File: src/logic/olo_pkg.sv
/*
 * Package for the open-load-at-on diagnosis sequencer: channel count,
 * timing constants and the carrier structs shared by the design.
 * Assumes a 100 MHz system clock.
 */
package olo_pkg;
	localparam int          OLO_CHANNELS     = 8;
	localparam int          OLO_CLK_MHZ      = 100;
	localparam int          OLO_PERIOD_MS    = 160;
	localparam int          OLO_WINDOW_US    = 45;
	localparam int          OLO_WINDOW_CYC   = OLO_WINDOW_US * OLO_CLK_MHZ;
	localparam int          OLO_PERIOD_CYC   = OLO_PERIOD_MS * 1000 * OLO_CLK_MHZ;
	localparam int          OLO_CNT_W        = 25;
	localparam logic [7:0]  OLO_STATUS_RST   = 8'h00;
	localparam logic [7:0]  OLO_REQUEST_RST  = 8'h00;
	localparam logic [24:0] OLO_CNT_ZERO     = 25'h0000000;
	localparam logic [24:0] OLO_CNT_ONE      = 25'h0000001;

	typedef logic [OLO_CHANNELS-1:0] olo_chan_t;

	// request write from the serial command decoder
	typedef struct packed {
		logic      write;
		olo_chan_t data;
	} olo_req_wr_s;

	// per-channel drive towards the output stage
	typedef struct packed {
		olo_chan_t force_off;
		olo_chan_t pullup_en;
	} olo_drive_s;

	typedef enum logic [1:0] {
		OLO_IDLE,
		OLO_WAIT,
		OLO_TEST
	} olo_state_e;
endpackage

File: src/logic/olo_sequencer.sv
/*
 * Open-load-at-on diagnosis sequencer for eight driver channels.
 * Assumes the serial interface hands over decoded request writes and
 * status reads as one-cycle strobes, and that comparator and fault
 * latch inputs are synchronous to clk_sys.
 */
// Contract
// [RL1] a request bit for a low-side channel is ignored and its request bit stays as it was; the code writes that bit as 0.
// [RL2] the host should not request the test on PWM-driven or inductive loads.
// [RL3] the test runs on one channel at a time and starts when its request bit is set.
// [RL4] while active the channel is switched off once per test period for at most the window.
// [RL5] during the switch-off the pull-up current is enabled and the comparator watched.
// [RL6] a comparator high ends the switch-off at once and turns the channel back on.
// [RL7] comparator still low at window end sets the open-load flag and turns the channel on.
// [RL8] the first switch-off comes one full test period after a request is accepted.
// [RL9] the test repeats each period while the request bit stays set, results per channel.
// [RL10] no test is run on a channel whose overload or overtemperature flag is set.
// [RL11] a request naming more than one channel is not executed and changes nothing.
// [RL12] a request for another channel is only taken once the running cycle is over.
// [RL13] the status holds one bit per channel, 1 meaning open load found.
// [RL14] reading the status register clears its fault bits; the code clears a bit only once a clean test cycle has also finished.
// [RL15] a set bit stays set until a clean test cycle has finished and a read has happened.
// [RL16] the overload flag marks overload or overtemperature and the channel latched off.
// [RL17] period and window come from clock counters with parameter terminal counts.
module olo_sequencer
	import olo_pkg::*;
#(
	parameter int PERIOD_CYC = OLO_PERIOD_CYC,
	parameter int WINDOW_CYC = OLO_WINDOW_CYC
) (
	// clock and reset
	input  wire logic        clk_sys,
	input  wire logic        sys_rst,
	// serial interface side
	input  wire olo_req_wr_s req_wr,
	input  wire logic        status_rd,
	output logic [7:0]       on_test_request_reg,
	output logic [7:0]       open_load_on_status,
	// channel configuration and state
	input  wire olo_chan_t   low_side_cfg,
	input  wire olo_chan_t   overload_overtemp_flag,
	input  wire olo_chan_t   channel_on,
	input  wire olo_chan_t   source_cmp,
	// output stage drive
	output olo_drive_s       drive,
	output logic             test_busy
);
	olo_state_e        state_reg;
	logic [OLO_CNT_W-1:0] cnt_reg;
	logic [2:0]        chan_reg;
	olo_chan_t         fault_reg;
	olo_chan_t         clean_reg;
	olo_chan_t         read_reg;

	function automatic logic one_hot(input olo_chan_t v);
		return (v != '0) && ((v & (v - 1'b1)) == '0);
	endfunction

	function automatic logic [2:0] enc(input olo_chan_t v);
		logic [2:0] r;
		r = 3'h0;
		for (int i = 0; i < OLO_CHANNELS; i++) begin
			if (v[i])
				r = 3'(i);
		end
		return r;
	endfunction

	olo_chan_t  req_eff;
	logic       req_ok;
	logic       win_end;
	logic       per_end;
	logic       cmp_hit;
	logic       test_done;
	logic       test_fail;

	assign req_eff = req_wr.data & ~low_side_cfg; // [RL1]
	// a zero write stops the test except during OLO_TEST, where it is refused; more than one bit is rejected
	assign req_ok = req_wr.write && (req_eff == '0 || one_hot(req_eff)) // [RL11]
		&& (state_reg != OLO_TEST); // [RL12]
	assign per_end = (cnt_reg == 25'(PERIOD_CYC - 1)); // [RL17]
	assign win_end = (cnt_reg == 25'(WINDOW_CYC - 1)); // [RL17]
	assign cmp_hit = source_cmp[chan_reg];
	assign test_done = (state_reg == OLO_TEST) && (cmp_hit || win_end); // [RL6]
	assign test_fail = (state_reg == OLO_TEST) && !cmp_hit && win_end; // [RL7]

	always_ff @(posedge clk_sys or posedge sys_rst) begin
		if (sys_rst)
			on_test_request_reg <= OLO_REQUEST_RST;
		else if (req_ok)
			on_test_request_reg <= req_eff; // [RL3]
	end

	always_ff @(posedge clk_sys or posedge sys_rst) begin
		if (sys_rst) begin
			state_reg <= OLO_IDLE;
			cnt_reg   <= OLO_CNT_ZERO;
			chan_reg  <= 3'h0;
		end else if (req_ok) begin
			// new acceptance restarts the full period
			state_reg <= (req_eff == '0) ? OLO_IDLE : OLO_WAIT; // [RL8]
			cnt_reg   <= OLO_CNT_ZERO;
			chan_reg  <= enc(req_eff);
		end else begin
			unique case (state_reg)
				OLO_IDLE: cnt_reg <= OLO_CNT_ZERO;
				OLO_WAIT: begin
					if (per_end) begin
						cnt_reg <= OLO_CNT_ZERO;
						// skipped when latched off or channel not on
						if (!overload_overtemp_flag[chan_reg] && channel_on[chan_reg])
							state_reg <= OLO_TEST; // [RL10] [RL16]
					end else
						cnt_reg <= cnt_reg + OLO_CNT_ONE;
				end
				OLO_TEST: begin
					if (test_done) begin
						state_reg <= OLO_WAIT; // [RL9]
						cnt_reg   <= OLO_CNT_ZERO;
					end else
						cnt_reg <= cnt_reg + OLO_CNT_ONE;
				end
			endcase
		end
	end

	// the window is part of the period only loosely; period restarts after test
	always_comb begin
		drive.force_off = '0;
		drive.pullup_en = '0;
		if (state_reg == OLO_TEST && !cmp_hit) begin
			drive.force_off[chan_reg] = 1'b1; // [RL4]
			drive.pullup_en[chan_reg] = 1'b1; // [RL5]
		end
	end
	assign test_busy = (state_reg == OLO_TEST);

	// fault clears only after both a clean cycle and a read; set wins
	always_ff @(posedge clk_sys or posedge sys_rst) begin
		if (sys_rst) begin
			fault_reg <= OLO_STATUS_RST;
			clean_reg <= '0;
			read_reg  <= '0;
		end else begin
			for (int i = 0; i < OLO_CHANNELS; i++) begin
				if (test_fail && chan_reg == 3'(i)) begin
					fault_reg[i] <= 1'b1; // [RL7]
					clean_reg[i] <= 1'b0;
					read_reg[i]  <= 1'b0;
				end else if (fault_reg[i]) begin
					if ((clean_reg[i] || (test_done && chan_reg == 3'(i)))
						&& (read_reg[i] || status_rd)) begin
						fault_reg[i] <= 1'b0; // [RL15]
						clean_reg[i] <= 1'b0;
						read_reg[i]  <= 1'b0;
					end else begin
						if (test_done && chan_reg == 3'(i))
							clean_reg[i] <= 1'b1;
						if (status_rd)
							read_reg[i] <= 1'b1; // [RL14]
					end
				end
			end
		end
	end

	assign open_load_on_status = fault_reg; // [RL13]

	// helper for the window bound: test-busy cycles seen so far
	// a delay range would have to span the full default window, so count instead
	logic [OLO_CNT_W-1:0] busy_cnt_reg;

	always_ff @(posedge clk_sys or posedge sys_rst) begin
		if (sys_rst)
			busy_cnt_reg <= OLO_CNT_ZERO;
		else if (test_busy)
			busy_cnt_reg <= busy_cnt_reg + OLO_CNT_ONE;
		else
			busy_cnt_reg <= OLO_CNT_ZERO;
	end

	a_window_bound: assert property (@(posedge clk_sys) disable iff (sys_rst) // [RL4]
		busy_cnt_reg <= 25'(WINDOW_CYC))
		else $error("switch-off window too long");
	a_pullup_in_test: assert property (@(posedge clk_sys) disable iff (sys_rst) // [RL5]
		(drive.pullup_en != '0) |-> test_busy && (drive.force_off == drive.pullup_en))
		else $error("pull-up outside test");
	a_cmp_ends_test: assert property (@(posedge clk_sys) disable iff (sys_rst) // [RL6]
		test_busy && cmp_hit && !req_ok |=> !test_busy)
		else $error("comparator did not end test");
	a_fail_sets_flag: assert property (@(posedge clk_sys) disable iff (sys_rst) // [RL7]
		test_fail |=> open_load_on_status[$past(chan_reg)])
		else $error("open load not flagged");
	a_low_side_ign: assert property (@(posedge clk_sys) disable iff (sys_rst) // [RL1]
		1'b1 |=> ((on_test_request_reg & $past(low_side_cfg)
			& ~$past(on_test_request_reg)) == '0))
		else $error("low-side request accepted");
	a_multi_reject: assert property (@(posedge clk_sys) disable iff (sys_rst) // [RL11]
		req_wr.write && req_eff != '0 && !one_hot(req_eff) |=> $stable(on_test_request_reg))
		else $error("multi-channel request executed");
	a_one_channel: assert property (@(posedge clk_sys) disable iff (sys_rst) // [RL3]
		drive.force_off == '0 || one_hot(drive.force_off))
		else $error("more than one channel under test");
	a_no_test_ovl: assert property (@(posedge clk_sys) disable iff (sys_rst) // [RL10]
		state_reg == OLO_WAIT && per_end && !req_ok && overload_overtemp_flag[chan_reg]
		|=> !test_busy)
		else $error("test on latched-off channel");
	a_accept_wait: assert property (@(posedge clk_sys) disable iff (sys_rst) // [RL8]
		req_ok && req_eff != '0 |=> !test_busy [*8])
		else $error("test started before period");
	a_busy_blocks: assert property (@(posedge clk_sys) disable iff (sys_rst) // [RL12]
		test_busy && req_wr.write |=> $stable(on_test_request_reg))
		else $error("request taken during test");
	// a status bit may only fall once a read has been seen
	a_fault_hold: assert property (@(posedge clk_sys) disable iff (sys_rst) // [RL15]
		1'b1 |=> $past(status_rd)
			|| (($past(open_load_on_status) & ~open_load_on_status & ~$past(read_reg)) == '0))
		else $error("open-load bit cleared without a read");
endmodule

File: config.mk
export PLATFORM = sky130hd
export DESIGN_NAME = olo_sequencer
export DESIGN_NICKNAME = d
export VERILOG_FILES = /design/src/logic/olo_pkg.sv /design/src/logic/olo_sequencer.sv
export SDC_FILE = /design/constraint.sdc
export NUM_CORES = 1
export LEC_CHECK = 0
export ABC_AREA = 0
export BUFFER_PORTS_ARGS = -buffer_cell sky130_fd_sc_hd__buf_2
export CORE_MARGIN = 2
export CORE_UTILIZATION = 40
export CTS_BUF_LIST = sky130_fd_sc_hd__clkbuf_4 sky130_fd_sc_hd__clkbuf_8
export DETAILED_ROUTE_END_ITERATION = 10
export PLACE_DENSITY_LB_ADDON = 0.25
export SLEW_MARGIN = 20
export SYNTH_ARGS = -nofsm -noshare
export SYNTH_HDL_FRONTEND = slang
export SYNTH_SLANG_ARGS = --single-unit
export TNS_END_PERCENT = 30
File: constraint.sdc
create_clock -name clk_sys -period 2.35 [get_ports clk_sys]
set_input_delay 0.3525 -clock clk_sys [delete_from_list [all_inputs] [get_ports clk_sys]]
set_output_delay 0.3525 -clock clk_sys [all_outputs]
set_load 0.005 [all_outputs]
==> results_dict.tcl <==
set metrics [dict create \
    gp_congestion 0.808 \
    sw_frac_of_total_pct 34.8 \
    clk_pin_slew_ps 80 \
    period_share_pct 99.0 \
    yosys.area_share.adder_pct 1.04 \
    yosys.area.top_type "dfrtp_1" \
    ioPinCount 77 \
    largest_reg_flops 25 \
    synth_mux_area_share_pct 4.62 \
    use_met1_pct 23.0 \
    syn_area_mm2 0.00360 \
    required_ps 2580 \
    syn_nets 443 \
    grt_use_met3_pct 4.40 \
    hold_buffers 0 \
    finalCriticalPeriod_ps 2330 \
    wl_per_cell_um 14.1 \
    finalSetupViolCount 0 \
    crit_slowest_cell "or4_4" \
    yosysSeqAreaShare_pct 43.0 \
    power.leakage_uw 0.00217 \
    clockRootBuffer "clkbuf_8" \
    yosysWarnings 0 \
    vias 3300 \
    startpoint "cnt_reg[1]" \
    viasPerCell 5.37 \
    drt-total-wl_mm 8.66 \
    cts.sinks 62 \
    synth_ff_type "dfrtp_1" \
    clockBufferDepth 2 \
    initialDrtViolationCount 174 \
    insertion_delay_ps 350 \
    crit_cells 7 \
    p_seq_share_pct 35.2 \
    reg2reg_slack_ps 20 \
    antenna_left 0 \
    die_y_um 98.9 \
    cts_buffers 9 \
    syn_avg_cell_area_um2 9.10 \
    gr-usage-all-layers_pct 17.9 \
    final_area_mm2 0.00461 \
    synthSimpleGateAreaFrac_pct 26.8 \
    grt_max_degree 38 \
    maxCapViolCount 0 \
    grt-busiest-layer "met2" \
    vdd_drop_max_mv 0.338 \
    dieArea_mm2 0.00979 \
    synthArstFlopShare_pct 100 \
    r2r_cells 7 \
    startpoint_type "flip-flop" \
    h-tree-depth 3 \
    r2r_end "state_reg[1]" \
    synth_edf_count 0 \
    finClkSkew_ps 14.8 \
    hold_viol_final 0 \
    cp-endpoint "state_reg[1]" \
    fmaxAchievable_ghz 0.430 \
    finalMaxSlewViolations 0 \
    crit_buf_inv 0 \
    worstSetupEndpointType "flip-flop" \
    die_x_um 98.9 \
    grt_use_met2_pct 29.7 \
    synth_compound_area_share_pct 14.3 \
    start_util_pct 41.3 \
    yosys_register_bits 62 \
    grt_pass1_vias 3200 \
    critPathMaxFanout 3 \
    antennaDiodeCount 0 \
    switchingPower_uw 1250 \
    synthDistinctLibCells 54 \
    drc_errors 0 \
    ys_top_cells_by_area "dfrtp_1 (43%), nor2_1 (5.5%), nor2b_1 (3.3%)" \
    drt-pass1-iter-count 4 \
    min_path_type "in2async" \
    rsz0062_at_grt "yes" \
    combPwrFrac_pct 36.1 \
    power_frac_clock_pct 28.7 \
    tightest_slew_ps 597 \
    crit_top_cell "or4_4" \
    cellPowerDensity_mw_per_mm2 780 \
    status "finished, final reports clean" \
    critical-path-max-stage-delay_ps 500 \
    crit_family "simple AND/OR/NAND/NOR gates" \
    intPower_uw 2340 \
    p_total_uw 3590 \
    area_delta_synth_final_pct 27.8 \
    relSlewSlack_pct 60.1 \
    placed_cell_area_mm2 0.00431 \
    grt_pass1_wl_mm 14.4 \
    cp_data_arrival_time_ps 2560 \
    critPathKind "reg2reg" \
    fp-row-count 34 \
    cts_tree "yes" \
    netlist.area_leader.share_pct 43.0 \
    path_cells "ha_2 > and4_4 > nand4_4 > or4_4 > or4_4 > and3_4 > o31a_1" \
    timing.rr.start "cnt_reg[1]" \
    synth_xor_area_share_pct 5.83 \
    place.port_buffers 76 \
    dp_hpwl_mm 6.37 \
    synthesis.instances 396 \
    synth_top_family_by_area "simple AND/OR/NAND/NOR gates" \
    core_area_mm2 0.00872 \
    grt_antenna_before_repair 0 \
    drive_above_1_share_pct 32.7 \
    overflow 0 \
    nNetsFinal 549 \
]
[worst reg2reg max path, cell delays in order, from the launching register on]
cell	delay, ps
dfrtp_1	370
ha_2	190
and4_4	240
nand4_4	110
or4_4	430
or4_4	500
and3_4	160
o31a_1	230
[worst min path at each step]
stage,start,slack [ps],end,depth (start not counted)
CTS,sys_rst,80,on_test_request_reg[5],2
finish,sys_rst,70,cnt_reg[12],2
floorplan,cnt_reg[0],450,cnt_reg[0],1
detailed placement,sys_rst,460,cnt_reg[21],2
global route,sys_rst,120,on_test_request_reg[5],2
global placement,sys_rst,460,cnt_reg[21],2
[layout make-up]
cell class / instances / area, um^2
Fill cell: 784 / 4120
Sequential cell: 62 / 1550
Tap cell: 108 / 135
Inverter: 9 / 33.8
Clock inverter: 3 / 40.0
Clock buffer: 13 / 179
Multi-Input combinational cell: 302 / 1940
Timing Repair Buffer: 118 / 721
[layout by cell type, fill, tap and decap left out, types with 12 or more instances in the layout]
cell type / count
buf_2: 76
nor2b_1: 19
nand2b_1: 14
a21oi_1: 13
clkbuf_8: 13
xnor2_1: 12
buf_4: 40
o21ai_0: 15
dfrtp_1: 61
xor2_1: 12
nor3_1: 19
nor2_1: 53
nand2_1: 25
[Yosys cell counts, drive strengths merged, types with 4 or more instances]
cell and count:
o21a 5, xnor2 12, nor4 9, mux2 9, and3 9, o21ai 15, nand3b 4, nand3 10
inv 9, clkbuf 13, buf 10, dfrtp 62, a21oi 13, a21o 4, nor3 21, nor2b 19
o211ai 4, nor2 53, xor2 12, nand2b 14, a31o 4, a211oi 6, nand2 25, a31oi 10
nand4 6
[through the flow]
stage / setup slack [ps] / instances / util (%) / hold slack (ps) / setup TNS [ps]
after floorplan: -2.06 / 396 / - / 449 / -2.06
after global placement: 34.5 / 595 / 49.4 / 459 / 0
after global routing: -26.5 / 615 / 52.8 / 123 / -33.1
after detailed placement: -22.7 / 595 / 49.4 / 459 / -22.7
after CTS: -16.7 / 611 / 52.2 / 76.5 / -16.7
final: 23.5 / 615 / 52.8 / 68.9 / 0
[kinds of logic after synthesis]
group                    after synthesis
AO/OA/AOI/OAI                         77
flip-flops                            62
adder cells (fa/ha/maj)                3
XOR/XNOR                              24
multiplexers                          13
buffers and inverters                 32
AND/OR/NAND/NOR                      185
[what timing repair did]
item                       CTS  global route
gates cloned                 0             0
setup buffers                0             4
pin swaps                    0             2
resized for setup            4             6
setup endpoints to repair    5            19
[per-layer routing]
| metal | part of all wire [%] | up-vias |
|---|---|---|
| met2 | 46 | 102 |
| li1 | - | 1619 |
| met3 | 6.2 | 16 |
| met4 | 1.5 | 0 |
| met5 | 0 | - |
| met1 | 47 | 1563 |
[power by group through the flow]
| stage | registers, uW | clock network, uW | logic [uW] |
|---|---|---|---|
| 2_1_floorplan | 1260 | 0 | 767 |
| 3_3_place_gp | 1280 | 0 | 1200 |
| 3_5_place_dp | 1280 | 0 | 1220 |
| 4_1_cts | 1260 | 1060 | 1240 |
| 5_1_grt | 1280 | 1100 | 1420 |
| 6_report | 1260 | 1030 | 1300 |
No activity file was read; power rests on OpenSTA's default activity.
